===== src/hw/acc_pkg.sv =====
// Package with offsets, field positions and reset values for the acquisition chain register bank
package acc_pkg;
    ////////////////////////////////////////////////////////////////////////////////
    // Address map
    localparam logic [15:0] ACC_BASE_BLOCKING = 16'h0200;
    localparam logic [15:0] ACC_BASE_NONBLOCKING = 16'h0300;
    localparam logic [7:0] ACC_OFS_STATUS_LOW = 8'h5B;
    localparam logic [7:0] ACC_OFS_CHAIN_CTRL_ONE = 8'h5C;
    localparam logic [7:0] ACC_OFS_WINDOW_MASK = 8'hFF;
    localparam logic [15:0] ACC_BASE_MASK = 16'hFF00;

    ////////////////////////////////////////////////////////////////////////////////
    // Field positions of the chain control register
    localparam int ACC_MASK_SHIFT = 8;
    localparam int ACC_BIT_TEMP_COMP = 7;
    localparam int ACC_BIT_VOLT_COMP = 6;
    localparam int ACC_BIT_CURR_COMP = 5;
    localparam int ACC_BIT_LPF = 4;
    localparam int ACC_BIT_EXT_CHOP = 3;
    localparam int ACC_BIT_INT_CHOP = 2;
    localparam int ACC_BIT_VOLT_CHOP = 1;
    localparam int ACC_BIT_AUTO_GAIN = 0;
    localparam logic [7:0] ACC_CHAIN_RESET = 8'hE1;

    // Field positions of the low status byte
    localparam int ACC_BIT_OPEN = 7;
    localparam int ACC_BIT_VHIGH = 4;
    localparam logic [15:0] ACC_VOLT_THRESHOLD = 16'hDAC0;

    ////////////////////////////////////////////////////////////////////////////////
    // Bus request and chain settings
    typedef struct packed {
        logic rd;
        logic wr;
        logic wordAccess;
        logic [15:0] addr;
        logic [15:0] wdata;
    } acc_req_t;

    typedef struct packed {
        logic tempCompensationEnable;
        logic voltageCompensationEnable;
        logic currentCompensationEnable;
        logic lowpassFilterEnable;
        logic extTempChopper;
        logic intTempChopper;
        logic voltageChopperEnable;
        logic autoGainEnable;
    } acc_chain_t;
endpackage


===== src/hw/acc_chain_regs.sv =====
// Top of the acquisition chain control and low status register bank
`timescale 1ns/1ps
module acc_chain_regs
    import acc_pkg::*;
(
    input wire logic core_clk,
    input wire logic reset,
    input wire acc_req_t busReq,
    output logic [15:0] rdata,
    output logic rdValid,
    output logic accessError,
    input wire logic normalMode,
    input wire logic shuntOpenDetectEnable,
    input wire logic shuntOpenRaw,
    input wire logic voltageResultValid,
    input wire logic [15:0] voltageResult,
    input wire logic [3:0] chopperActive,
    output acc_chain_t chainCtrl
);
    ////////////////////////////////////////////////////////////////////////////////
    // Decode
    function automatic logic inWindow(input logic [15:0] a, input logic [7:0] ofs);
        logic baseHit;
        baseHit = ((a & ACC_BASE_MASK) == ACC_BASE_BLOCKING) ||
                  ((a & ACC_BASE_MASK) == ACC_BASE_NONBLOCKING);
        return baseHit && ((a[7:0] & ACC_OFS_WINDOW_MASK) == ofs);
    endfunction

    logic hitChain;
    logic hitStatus;
    logic [7:0] statusByte;
    logic [7:0] chain_reg;
    logic [7:0] chain_next;
    logic [15:0] rdata_reg;
    logic [15:0] rdata_next;
    logic rdValid_reg;
    logic rdValid_next;
    logic err_reg;
    logic err_next;

    assign hitChain = inWindow(busReq.addr, ACC_OFS_CHAIN_CTRL_ONE);
    assign hitStatus = inWindow(busReq.addr, ACC_OFS_STATUS_LOW);

    acc_status_low uStatus (
        .core_clk(core_clk),
        .reset(reset),
        .normalMode(normalMode),
        .shuntOpenDetectEnable(shuntOpenDetectEnable),
        .shuntOpenRaw(shuntOpenRaw),
        .voltageResultValid(voltageResultValid),
        .voltageResult(voltageResult),
        .chopperActive(chopperActive),
        .statusByte(statusByte)
    );

    ////////////////////////////////////////////////////////////////////////////////
    // Masked write of each setting bit; byte writes are refused whole
    always_comb begin
        chain_next = chain_reg;
        err_next = 1'b0;
        if (busReq.wr && hitChain) begin
            if (!busReq.wordAccess) begin
                err_next = 1'b1;
            end else begin
                for (int i = 0; i < 8; i++) begin
                    // Mask i+8 gates bit i, so mask 12 gates the filter enable
                    if (busReq.wdata[i + ACC_MASK_SHIFT]) begin
                        chain_next[i] = busReq.wdata[i];
                    end
                end
            end
        end else if (busReq.rd && hitChain && !busReq.wordAccess) begin
            err_next = 1'b1;
        end
    end

    // Read path: mask half reads zero, status ignores writes
    always_comb begin
        rdata_next = 16'h0000;
        rdValid_next = 1'b0;
        if (busReq.rd) begin
            rdValid_next = 1'b1;
            if (hitChain && busReq.wordAccess) begin
                rdata_next = {8'h00, chain_reg};
            end else if (hitStatus) begin
                rdata_next = {8'h00, statusByte};
            end
        end
    end

    always_ff @(posedge core_clk) begin
        if (reset) begin
            chain_reg <= ACC_CHAIN_RESET;
            rdata_reg <= 16'h0000;
            rdValid_reg <= 1'b0;
            err_reg <= 1'b0;
        end else begin
            chain_reg <= chain_next;
            rdata_reg <= rdata_next;
            rdValid_reg <= rdValid_next;
            err_reg <= err_next;
        end
    end

    ////////////////////////////////////////////////////////////////////////////////
    // Settings out to the analog chain
    assign chainCtrl.tempCompensationEnable = chain_reg[ACC_BIT_TEMP_COMP];
    assign chainCtrl.voltageCompensationEnable = chain_reg[ACC_BIT_VOLT_COMP];
    assign chainCtrl.currentCompensationEnable = chain_reg[ACC_BIT_CURR_COMP];
    assign chainCtrl.lowpassFilterEnable = chain_reg[ACC_BIT_LPF];
    assign chainCtrl.extTempChopper = chain_reg[ACC_BIT_EXT_CHOP];
    assign chainCtrl.intTempChopper = chain_reg[ACC_BIT_INT_CHOP];
    assign chainCtrl.voltageChopperEnable = chain_reg[ACC_BIT_VOLT_CHOP];
    // Gain stage uses the manual gain field whenever this is low
    assign chainCtrl.autoGainEnable = chain_reg[ACC_BIT_AUTO_GAIN];

    assign rdata = rdata_reg;
    assign rdValid = rdValid_reg;
    assign accessError = err_reg;
endmodule


===== src/hw/acc_status_low.sv =====
// Read-only low status byte assembly
`timescale 1ns/1ps
module acc_status_low
    import acc_pkg::*;
(
    input wire logic core_clk,
    input wire logic reset,
    input wire logic normalMode,
    input wire logic shuntOpenDetectEnable,
    input wire logic shuntOpenRaw,
    input wire logic voltageResultValid,
    input wire logic [15:0] voltageResult,
    input wire logic [3:0] chopperActive,
    output logic [7:0] statusByte
);
    logic vHigh_reg;
    logic vHigh_next;
    logic [7:0] status_reg;
    logic [7:0] status_next;

    // Threshold flag follows the latest valid result on the single voltageResult input
    always_comb begin
        vHigh_next = vHigh_reg;
        if (voltageResultValid) begin
            vHigh_next = (voltageResult >= ACC_VOLT_THRESHOLD);
        end
        status_next = 8'h00;
        // Open flag only meaningful in normal mode with detection enabled
        status_next[ACC_BIT_OPEN] = shuntOpenRaw & normalMode & shuntOpenDetectEnable;
        status_next[ACC_BIT_VHIGH] = vHigh_next;
        status_next[3:0] = chopperActive;
    end

    // Registered so the read data never glitches
    always_ff @(posedge core_clk) begin
        if (reset) begin
            vHigh_reg <= 1'b0;
            status_reg <= 8'h00;
        end else begin
            vHigh_reg <= vHigh_next;
            status_reg <= status_next;
        end
    end

    assign statusByte = status_reg;
endmodule


===== config.mk =====
export PLATFORM = sky130hd
export DESIGN_NAME = acc_chain_regs
export DESIGN_NICKNAME = d
export VERILOG_FILES = /design/src/hw/acc_pkg.sv /design/src/hw/acc_chain_regs.sv /design/src/hw/acc_status_low.sv
export SDC_FILE = /design/constraint.sdc
export NUM_CORES = 1
export LEC_CHECK = 0
export ABC_CLOCK_PERIOD_IN_PS = 3400
export BUFFER_PORTS_ARGS = -buffer_cell sky130_fd_sc_hd__buf_2
export CELL_PAD_IN_SITES_DETAIL_PLACEMENT = 1
export CELL_PAD_IN_SITES_GLOBAL_PLACEMENT = 2
export CORE_ASPECT_RATIO = 0.8
export CORE_MARGIN = 1.5
export CORE_UTILIZATION = 21
export CTS_CLUSTER_SIZE = 30
export DETAILED_ROUTE_END_ITERATION = 12
export PLACE_DENSITY_LB_ADDON = 0.1
export SLEW_MARGIN = 20
export SYNTH_ARGS = -nofsm -noshare
export SYNTH_HDL_FRONTEND = slang
export SYNTH_SLANG_ARGS = --single-unit
export TNS_END_PERCENT = 100

===== constraint.sdc =====
create_clock -name core_clk -period 3.4 [get_ports core_clk]
set_clock_uncertainty 0.15 [all_clocks]
set_input_delay 0.85 -clock core_clk [delete_from_list [all_inputs] [get_ports core_clk]]
set_output_delay 0.85 -clock core_clk [all_outputs]
set_load 0.05 [all_outputs]

==> results_tabular.tex, run 1 <==
\begin{tabular}{lr}
\hline
Metric & Value \\
\hline
\multicolumn{2}{l}{\textbf{GRT}} \\
Total GRT Usage & 0.1158 \\
Number of antenna violations at the first check in global routing & 0 \\
Largest net degree at the start of global routing & 22 \\
Residual overflow from global routing & 0 \\
Wire length of the first global-routing pass & 4.574 mm \\
Via count of the first global-routing pass & between 900 and 1000 \\
\multicolumn{2}{l}{\textbf{Route}} \\
Vias per cell & roughly 4.5 \\
Wire length after detailed routing & slightly above 3 mm \\
WL/cell & 13.17 µm \\
Drt first-iter violations & 15 \\
Routed met1 length & roughly 1.3 mm \\
Uppermost signal routing layer after detailed routing & met4 \\
Wire length on met3 & about 230 µm \\
Post-route ant nets & 0 \\
Pre-antenna DRT Iters & 2 \\
Total vias in the final route & about 1000 \\
Wire length on met2 & 1.492 mm \\
Residual DRC count & 0 \\
\multicolumn{2}{l}{\textbf{Yosys}} \\
Mean Syn Cell Area & between 10 and 15 µm² \\
Top post-synthesis cells by area & sky130\_fd\_sc\_hd\_\_dfxtp\_1 47\%, sky130\_fd\_sc\_hd\_\_a22o\_2 5.9\%, sky130\_fd\_sc\_hd\_\_buf\_4 5.9\%, sky130\_fd\_sc\_hd\_\_nand4\_1 3.7\%, sky130\_fd\_sc\_hd\_\_a311oi\_1 3.4\% \\
Total standard cell area after synthesis & 0.001023 mm² \\
Count of yosys warnings during synthesis & 0 \\
Part of the Yosys area used for sequential elements & 0.4694 \\
Number of register bits inferred by synthesis & 24 \\
Distinct cell type count after synthesis & 30 \\
Top cell type by total area after synthesis & sky130\_fd\_sc\_hd\_\_dfxtp\_1 \\
Cells after synthesis & approximately 100 \\
Fraction of post-synthesis cell area in the top cell type by area & 0.4694 \\
\multicolumn{2}{l}{\textbf{Clock network}} \\
Later-pin clock latency in the skew report & $\sim$0.26 ns \\
Number of buffers inserted by hold repair at cts & 0 \\
Max H-tree Level & 1 \\
TritonCTS sink count & 24 \\
Number of gates given a new drive strength after cts & 0 \\
Clock tree from TritonCTS & yes \\
Bufs on Longest Clock Path & 2 \\
Clock transition time at the flip-flop clock pins of the worst setup and hold paths & approximately 0.09 ns \\
Post CTS Setup Buffer Count & 0 \\
CTS Buf Count & 3 \\
Root buffer cell & sky130\_fd\_sc\_hd\_\_clkbuf\_8 \\
\multicolumn{2}{l}{\textbf{Critical path}} \\
Critical path endpoint category & flop \\
Slowest stage cell on the critical path & sky130\_fd\_sc\_hd\_\_and4\_4 \\
Kind of critical path & input port to flop \\
Critical path cell sequence & buf\_2, nor3\_1, and4\_4, and3\_1, a22o\_2 \\
Type of origin of the critical path & input port \\
Arrival time reported for the critical path endpoint & around 2.3 ns \\
Family with the most delay on the worst path & simple AND/OR/NAND/NOR gates \\
Delay of the slowest critical-path stage & between 0.4 and 0.5 ns \\
Worst R2R Setup Slack & 2.47 ns \\
Buffers plus inverters on the worst setup path & 1 \\
Largest fanout on the critical path & 13 \\
Critical path data required time & about 3.5 ns \\
\multicolumn{2}{l}{\textbf{Finish}} \\
Register cell area after layout & between 400 and 500 µm² \\
Leading cell type in the layout, fill and taps excluded & sky130\_fd\_sc\_hd\_\_buf\_2 \\
Top library cells by usage in the layout, fill and taps aside & 71 x sky130\_fd\_sc\_hd\_\_buf\_2, 24 x sky130\_fd\_sc\_hd\_\_dfxtp\_1, 8 x sky130\_fd\_sc\_hd\_\_conb\_1 \\
Post-route core utilization & 0.3106 \\
Share of cells above drive strength 1 & 0.5207 \\
Post-layout nets & $\sim$230 \\
Synth-to-Final Area Change & 40.34\% \\
Final-layout fill cell count & around 570 \\
ANT cells & 0 \\
Multi-input logic area & 470.5 µm² \\
\multicolumn{2}{l}{\textbf{Floorplan}} \\
Placement row count & 22 \\
Placeable core area & $\sim$0.0046 mm² \\
Vert. Die Dim & 65.44 µm \\
Die ar. & $\sim$0.0053 mm² \\
Starting density of the core & 0.2213 \\
Ports & 87 \\
Die width & a little over 80 µm \\
\multicolumn{2}{l}{\textbf{STA}} \\
Fmax & approximately 440 MHz \\
Setup Viol. Count Final & 0 \\
Clock period minus final worst setup slack & $\sim$2.2 ns \\
Worst slew margin relative to its limit & 0.6095 \\
Hold violation total from the final report & 0 \\
Slew @ Worst Pin & slightly below 0.6 ns \\
Post-route setup TNS & 0 ns \\
Period Utilization, post-route & 0.6615 \\
Max-slew violations & 0 \\
Setup repair after global routing missed its margin & false \\
\multicolumn{2}{l}{\textbf{Power and ir drop}} \\
Clk pwr share & 0.349 \\
Worst ir drop on vdd & about 0.13 mV \\
Static Leak & between 0.6 and 0.7 nW \\
Combinational power share & 0.133 \\
Share of total power consumed by net switching & 0.2437 \\
Final total power & approximately 0.55 mW \\
Fraction of power consumed by sequential logic & 0.518 \\
NetSw & $\sim$0.13 mW \\
Internal Power & 0.4170 mW \\
P per Cell Area & 383.8 mW/mm² \\
\multicolumn{2}{l}{\textbf{Place}} \\
Final estimated routing congestion in global placement & 0.6684 \\
Estimated wirelength of the detail-placed design & $\sim$2.4 mm \\
Port Buffers & slightly above 70 \\
\multicolumn{2}{l}{\textbf{Status}} \\
Status & complete, no violations \\
\multicolumn{2}{l}{\textbf{Worst hold path}} \\
Path category of the worst min-delay check & flop to flop \\
\multicolumn{2}{l}{\textbf{Run}} \\
Reported max-cap violation count & 0 \\
\hline
\end{tabular}
layout make-up:
cell class	count	area share
Multi-Input combinational cell	70	0.3275
Clock buffer	4	0.03833
Sequential cell	24	0.3345
Timing Repair Buffer	71	0.2474
Tap cell	60	0.05226
cells in the mapped netlist, drive strengths merged:
| master | number |
|---|---|
| nor3 | 2 |
| nor2b | 4 |
| conb | 1 |
| a311oi | 4 |
| nor4b | 1 |
| a31oi | 1 |
| a41oi | 4 |
| nand3 | 1 |
| nand4 | 6 |
| and4 | 1 |
| nand2 | 5 |
| and2 | 3 |
| nor4 | 1 |
| buf | 11 |
| a22o | 6 |
| o21ai | 5 |
| and3 | 1 |
| clkbuf | 3 |
| a21oi | 4 |
| and4b | 1 |
| dfxtp | 24 |
| and4bb | 2 |
| nor2 | 6 |
| a21o | 2 |
| and2b | 1 |
| nand4b | 1 |
worst paths after layout:
kind                                                  startpoint                         to  cells past startpoint
worst max-delay path                                  busReq[29]        rdata[0]$_SDFF_PP0_                      5
worst max register to register         chainCtrl[0]$_SDFFE_PP1P_  chainCtrl[0]$_SDFFE_PP1P_                      2
worst min register to register  uStatus.statusByte[3]$_SDFF_PP0_        rdata[3]$_SDFF_PP0_                      1
worst min-delay path            uStatus.statusByte[3]$_SDFF_PP0_        rdata[3]$_SDFF_PP0_                      1
kinds of logic (layout without fill, tap and decap cells):
group	after synthesis	count (layout)	share of synthesized area
AOI/OAI and AO/OA	26	26	0.1919
other	1	8	0.003664
buffers and inverters	14	75	0.09657
DFF	24	24	0.4694
and+or+nand+nor	36	36	0.2384
power groups by stage:
stage	Sequential [mW]	Combinational, mW	Clock (mW)
2_1_floorplan	0.294	0.0425	0
3_3_place_gp	0.292	0.0722	0
3_5_place_dp	0.292	0.0740	0
4_1_cts	0.286	0.0742	0.202
5_1_grt	0.286	0.0795	0.214
6_report	0.286	0.0731	0.193
metal layers:
metal | vias up | GRT usage
li1 | 497 | -
met4 | 0 | 0.01940
met3 | 2 | 0.04167
met5 | - | 0
met1 | 481 | 0.1324
met2 | 40 | 0.2083
stage by stage:
stage                     hold slack, ns  cells  setup WS [ns]  instance area (µm²)
after global placement            0.2836    225         0.8543                 1381
after global routing              0.3273    229          1.057                 1436
after floorplan                   0.2753    108          1.343                 1050
final                             0.3011    229          1.151                 1436
after CTS                         0.3089    229          1.135                 1436
after detailed placement          0.2875    225         0.8470                 1381
No activity file was read; power rests on OpenSTA's default activity.
==> inputs of run 2 (changes only) <==
ABC_AREA = 1   (was not set)
ABC_CLOCK_PERIOD_IN_PS = 1900   (was 3400)
CORE_UTILIZATION = 17   (was 21)
clock period = 1.9 ns   (was 3.4 ns; I/O delays follow)
==> results_tabular.tex, run 2 <==
\begin{tabular}{lr}
\hline
Metric & Value \\
\hline
\multicolumn{2}{l}{\textbf{STA}} \\
Hold violation total from the final report & 0 (unchanged) \\
Min Hold Slack & 0.2511 ns (was 0.3011 ns) \\
Fmax & roughly 640 MHz \\
Max-slew violations & 0 (unchanged) \\
Setup Viol. Count Final & 0 (unchanged) \\
Period Utilization, post-route & 0.8195 \\
Post-route setup TNS & 0 ns (unchanged) \\
Clock period minus final worst setup slack & 1.557 ns \\
Setup repair after global routing missed its margin & false (unchanged) \\
\multicolumn{2}{l}{\textbf{Clock network}} \\
Root buffer cell & sky130\_fd\_sc\_hd\_\_clkbuf\_8 (unchanged) \\
Number of buffers inserted by hold repair at cts & 0 (unchanged) \\
Max H-tree Level & 1 (unchanged) \\
Clock transition time at the flip-flop clock pins of the worst setup and hold paths & 0.09 ns (about the same) \\
Number of gates given a new drive strength after cts & 0 (unchanged) \\
CTS Buf Count & 3 (unchanged) \\
Bufs on Longest Clock Path & 2 (unchanged) \\
Clock tree from TritonCTS & yes (unchanged) \\
Later-pin clock latency in the skew report & 0.27 ns (was 0.26 ns) \\
TritonCTS sink count & 24 (unchanged) \\
Post CTS Setup Buffer Count & 0 (unchanged) \\
\multicolumn{2}{l}{\textbf{Yosys}} \\
Top FF cell, synth & sky130\_fd\_sc\_hd\_\_dfxtp\_1 (unchanged) \\
Total standard cell area after synthesis & 0.001195 mm² (was 0.001023 mm²) \\
Mean Syn Cell Area & 7.029 µm² (was 10.13 µm²) \\
Number of synthesized flops with an enable pin & 0 (unchanged) \\
Most numerous cell in the Yosys netlist & sky130\_fd\_sc\_hd\_\_nand2\_1 (was sky130\_fd\_sc\_hd\_\_dfxtp\_1) \\
Part of the Yosys area used for sequential elements & 0.4021 (was 0.4694) \\
Top post-synthesis cells by area & sky130\_fd\_sc\_hd\_\_dfxtp\_1 40\%, sky130\_fd\_sc\_hd\_\_nand2\_1 13\%, sky130\_fd\_sc\_hd\_\_inv\_1 8.8\%, sky130\_fd\_sc\_hd\_\_nand4\_1 7.9\%, sky130\_fd\_sc\_hd\_\_nor2\_1 6.3\% (was sky130\_fd\_sc\_hd\_\_dfxtp\_1 47\%, sky130\_fd\_sc\_hd\_\_a22o\_2 5.9\%, sky130\_fd\_sc\_hd\_\_buf\_4 5.9\%, sky130\_fd\_sc\_hd\_\_nand4\_1 3.7\%, sky130\_fd\_sc\_hd\_\_a311oi\_1 3.4\%) \\
Async S/R FF share, synth & 0 (unchanged) \\
Cells after synthesis & 170 (was 101) \\
Top cell type by total area after synthesis & sky130\_fd\_sc\_hd\_\_dfxtp\_1 (unchanged) \\
Number of register bits inferred by synthesis & 24 (unchanged) \\
Distinct cell type count after synthesis & 24 (was 30) \\
Synth cell count leaders & 40 x sky130\_fd\_sc\_hd\_\_nand2\_1, 28 x sky130\_fd\_sc\_hd\_\_inv\_1, 24 x sky130\_fd\_sc\_hd\_\_dfxtp\_1 (was 24 x sky130\_fd\_sc\_hd\_\_dfxtp\_1, 8 x sky130\_fd\_sc\_hd\_\_buf\_4, 6 x sky130\_fd\_sc\_hd\_\_a22o\_2, 6 x sky130\_fd\_sc\_hd\_\_nand4\_1, 6 x sky130\_fd\_sc\_hd\_\_nor2\_1) \\
Fraction of post-synthesis cell area in the top cell type by area & 0.4021 (was 0.4694) \\
Count of yosys warnings during synthesis & 0 (unchanged) \\
\multicolumn{2}{l}{\textbf{Finish}} \\
Register cell area after layout & 480.5 µm² (unchanged) \\
Share of cells above drive strength 1 & 0.3621 (was 0.5207) \\
Synth-to-Final Area Change & 42.41\% (was 40.34\%) \\
Multi-input logic area & 543.0 µm² (was 470.5 µm²) \\
Post-layout nets & 305 (was 231) \\
Top library cells by usage in the layout, fill and taps aside & 71 x sky130\_fd\_sc\_hd\_\_buf\_2, 40 x sky130\_fd\_sc\_hd\_\_nand2\_1, 28 x sky130\_fd\_sc\_hd\_\_inv\_1, 24 x sky130\_fd\_sc\_hd\_\_dfxtp\_1, 20 x sky130\_fd\_sc\_hd\_\_nor2\_1 (was 71 x sky130\_fd\_sc\_hd\_\_buf\_2, 24 x sky130\_fd\_sc\_hd\_\_dfxtp\_1, 8 x sky130\_fd\_sc\_hd\_\_conb\_1) \\
Leading cell type in the layout, fill and taps excluded & sky130\_fd\_sc\_hd\_\_buf\_2 (unchanged) \\
ANT cells & 0 (unchanged) \\
Final-layout fill cell count & 881 (was 565) \\
Finished layout cell area & 0.001702 mm² (was 0.001436 mm²) \\
\multicolumn{2}{l}{\textbf{Critical path}} \\
Type of origin of the critical path & flop (was input port) \\
Kind of critical path & flop to output port (was input port to flop) \\
Largest fanout on the critical path & 3 (was 13) \\
Launching point of the worst reg2reg path & chainCtrl[2]\$\_SDFFE\_PP0P\_ (was chainCtrl[0]\$\_SDFFE\_PP1P\_) \\
Launching instance or port of the critical path & chainCtrl[0]\$\_SDFFE\_PP1P\_ (was busReq[29]) \\
Arrival time reported for the critical path endpoint & 0.93 ns (was 2.31 ns) \\
Family with the most delay on the worst path & flip-flops (was simple AND/OR/NAND/NOR gates) \\
Critical path cell sequence & buf\_2 (was buf\_2, nor3\_1, and4\_4, and3\_1, a22o\_2) \\
Buffers plus inverters on the worst setup path & 1 (unchanged) \\
Cell depth of the worst flop-to-flop path & 4 (was 2) \\
Worst R2R Setup Slack & 1.09 ns (was 2.47 ns) \\
Critical path data required time & 1.27 ns (was 3.46 ns) \\
Capture point of the worst reg-to-reg path & chainCtrl[2]\$\_SDFFE\_PP0P\_ (was chainCtrl[0]\$\_SDFFE\_PP1P\_) \\
Delay of the slowest critical-path stage & 0.38 ns (was 0.41 ns) \\
Slowest stage cell on the critical path & sky130\_fd\_sc\_hd\_\_dfxtp\_1 (was sky130\_fd\_sc\_hd\_\_and4\_4) \\
Critical path endpoint category & output port (was flop) \\
\multicolumn{2}{l}{\textbf{Route}} \\
Vias per cell & 3.745 (was 4.454) \\
Pre-antenna DRT Iters & 4 (was 2) \\
WL/cell & 10.69 µm (was 13.17 µm) \\
Post-route ant nets & 0 (unchanged) \\
Residual DRC count & 0 (unchanged) \\
Wire length after detailed routing & 3.528 mm (was 3.016 mm) \\
Total vias in the final route & 1236 (was 1020) \\
Drt first-iter violations & 37 (was 15) \\
\multicolumn{2}{l}{\textbf{Floorplan}} \\
Ports & 87 (unchanged) \\
Die ar. & 0.007544 mm² (was 0.005304 mm²) \\
Vert. Die Dim & 77.99 µm (was 65.44 µm) \\
Placeable core area & 0.006858 mm² (was 0.004624 mm²) \\
Die width & 96.74 µm (was 81.05 µm) \\
Starting density of the core & 0.1742 (was 0.2213) \\
Placement row count & 27 (was 22) \\
\multicolumn{2}{l}{\textbf{Run}} \\
Reported max-cap violation count & 0 (unchanged) \\
\multicolumn{2}{l}{\textbf{Worst hold path}} \\
End of the worst hold path & uStatus.statusByte[3]\$\_SDFF\_PP0\_ (was rdata[3]\$\_SDFF\_PP0\_) \\
Hold Path Cell Cnt & 3 (was 1) \\
Path category of the worst min-delay check & input port to flop (was flop to flop) \\
Launch instance of the worst min-delay path & chopperActive[3] (was uStatus.statusByte[3]\$\_SDFF\_PP0\_) \\
\multicolumn{2}{l}{\textbf{GRT}} \\
Total GRT Usage & 0.09831 (was 0.1158) \\
Number of antenna violations at the first check in global routing & 0 (unchanged) \\
Via count of the first global-routing pass & 1271 (was 995) \\
Wire length of the first global-routing pass & 5.961 mm (was 4.574 mm) \\
Largest net degree at the start of global routing & 15 (was 22) \\
Residual overflow from global routing & 0 (unchanged) \\
\multicolumn{2}{l}{\textbf{Place}} \\
Port Buffers & 71 (unchanged) \\
Final estimated routing congestion in global placement & 0.7198 (was 0.6684) \\
Placement Cell Area & 0.001630 mm² (was 0.001381 mm²) \\
Estimated wirelength of the detail-placed design & 2.948 mm (was 2.366 mm) \\
\multicolumn{2}{l}{\textbf{Power and ir drop}} \\
Worst ir drop on vdd & 0.3264 mV (was 0.1270 mV) \\
P per Cell Area & 650.9 mW/mm² (was 383.8 mW/mm²) \\
Static Leak & 1.016 nW (was 0.6716 nW) \\
\multicolumn{2}{l}{\textbf{Status}} \\
Status & complete, no violations (unchanged) \\
\hline
\end{tabular}
## run 2: cell count changes in the layout (fill, tap and decap cells not counted), sizes merged, moves of 6 or more
| cell | change |
|---|---|
| a22o | -6 |
| nor2 | +18 |
| nand4 | +9 |
| nand2 | +36 |
| nand3 | +11 |
| inv | +30 |
## run 2: cells by family after synthesis
logic type	share of synthesized area
buffers and inverters	0.1654
DFF	0.4021
and+or+nand+nor	0.4052
AOI/OAI and AO/OA	0.02409
other	0.003138
## run 2: through the flow
stage | total power [mW] | cells | utilization | setup WS (ns)
global route | 1.167 | 330 | 0.2481 | 0.2823
CTS | 1.135 | 330 | 0.2481 | 0.3282
detailed placement | 0.6714 | 326 | 0.2377 | 0.1255
global placement | 0.6713 | 326 | 0.2377 | 0.1352
floorplan | 0.6150 | 177 | - | 0.4218
finish | 1.108 | 330 | 0.2481 | 0.3429
## run 2: layout make-up
type / count / area share
clock buffers: 3 / 0.02426
clock inverters: 1 / 0.01765
inverters: 30 / 0.06618
multi-input cells: 110 / 0.3191
flip-flops and latches: 24 / 0.2824
well taps: 87 / 0.06397
repair buffers: 75 / 0.2265
## run 2: how the worst max path moves through the flow
| stage | endpoint | slack [ns] | depth (start not counted) |
|---|---|---|---|
| after global routing | chainCtrl[3] | 0.28 | 1 |
| after detailed placement | rdata[4]$_SDFF_PP0_ | 0.13 | 7 |
| after CTS | chainCtrl[2] | 0.33 | 1 |
| final | chainCtrl[0] | 0.34 | 1 |
| after global placement | rdata[3]$_SDFF_PP0_ | 0.14 | 8 |
| after floorplan | rdata[0]$_SDFF_PP0_ | 0.42 | 7 |
## run 2: power by group
group	total, mW	leakage, nW	switching [mW]	internal (mW)
clock network	0.450	0.0357	0.169	0.282
logic	0.145	0.785	0.0916	0.0537
registers	0.512	0.195	0.00214	0.510
## run 2: layer usage
| metal | vias up | GRT usage | wire, µm |
|---|---|---|---|
| met5 | - | 0 | 0 |
| met4 | 0 | 0.01304 | 16 |
| met3 | 2 | 0.03964 | 266 |
| met2 | 41 | 0.1580 | 1566 |
| met1 | 534 | 0.1268 | 1679 |
| li1 | 659 | - | - |
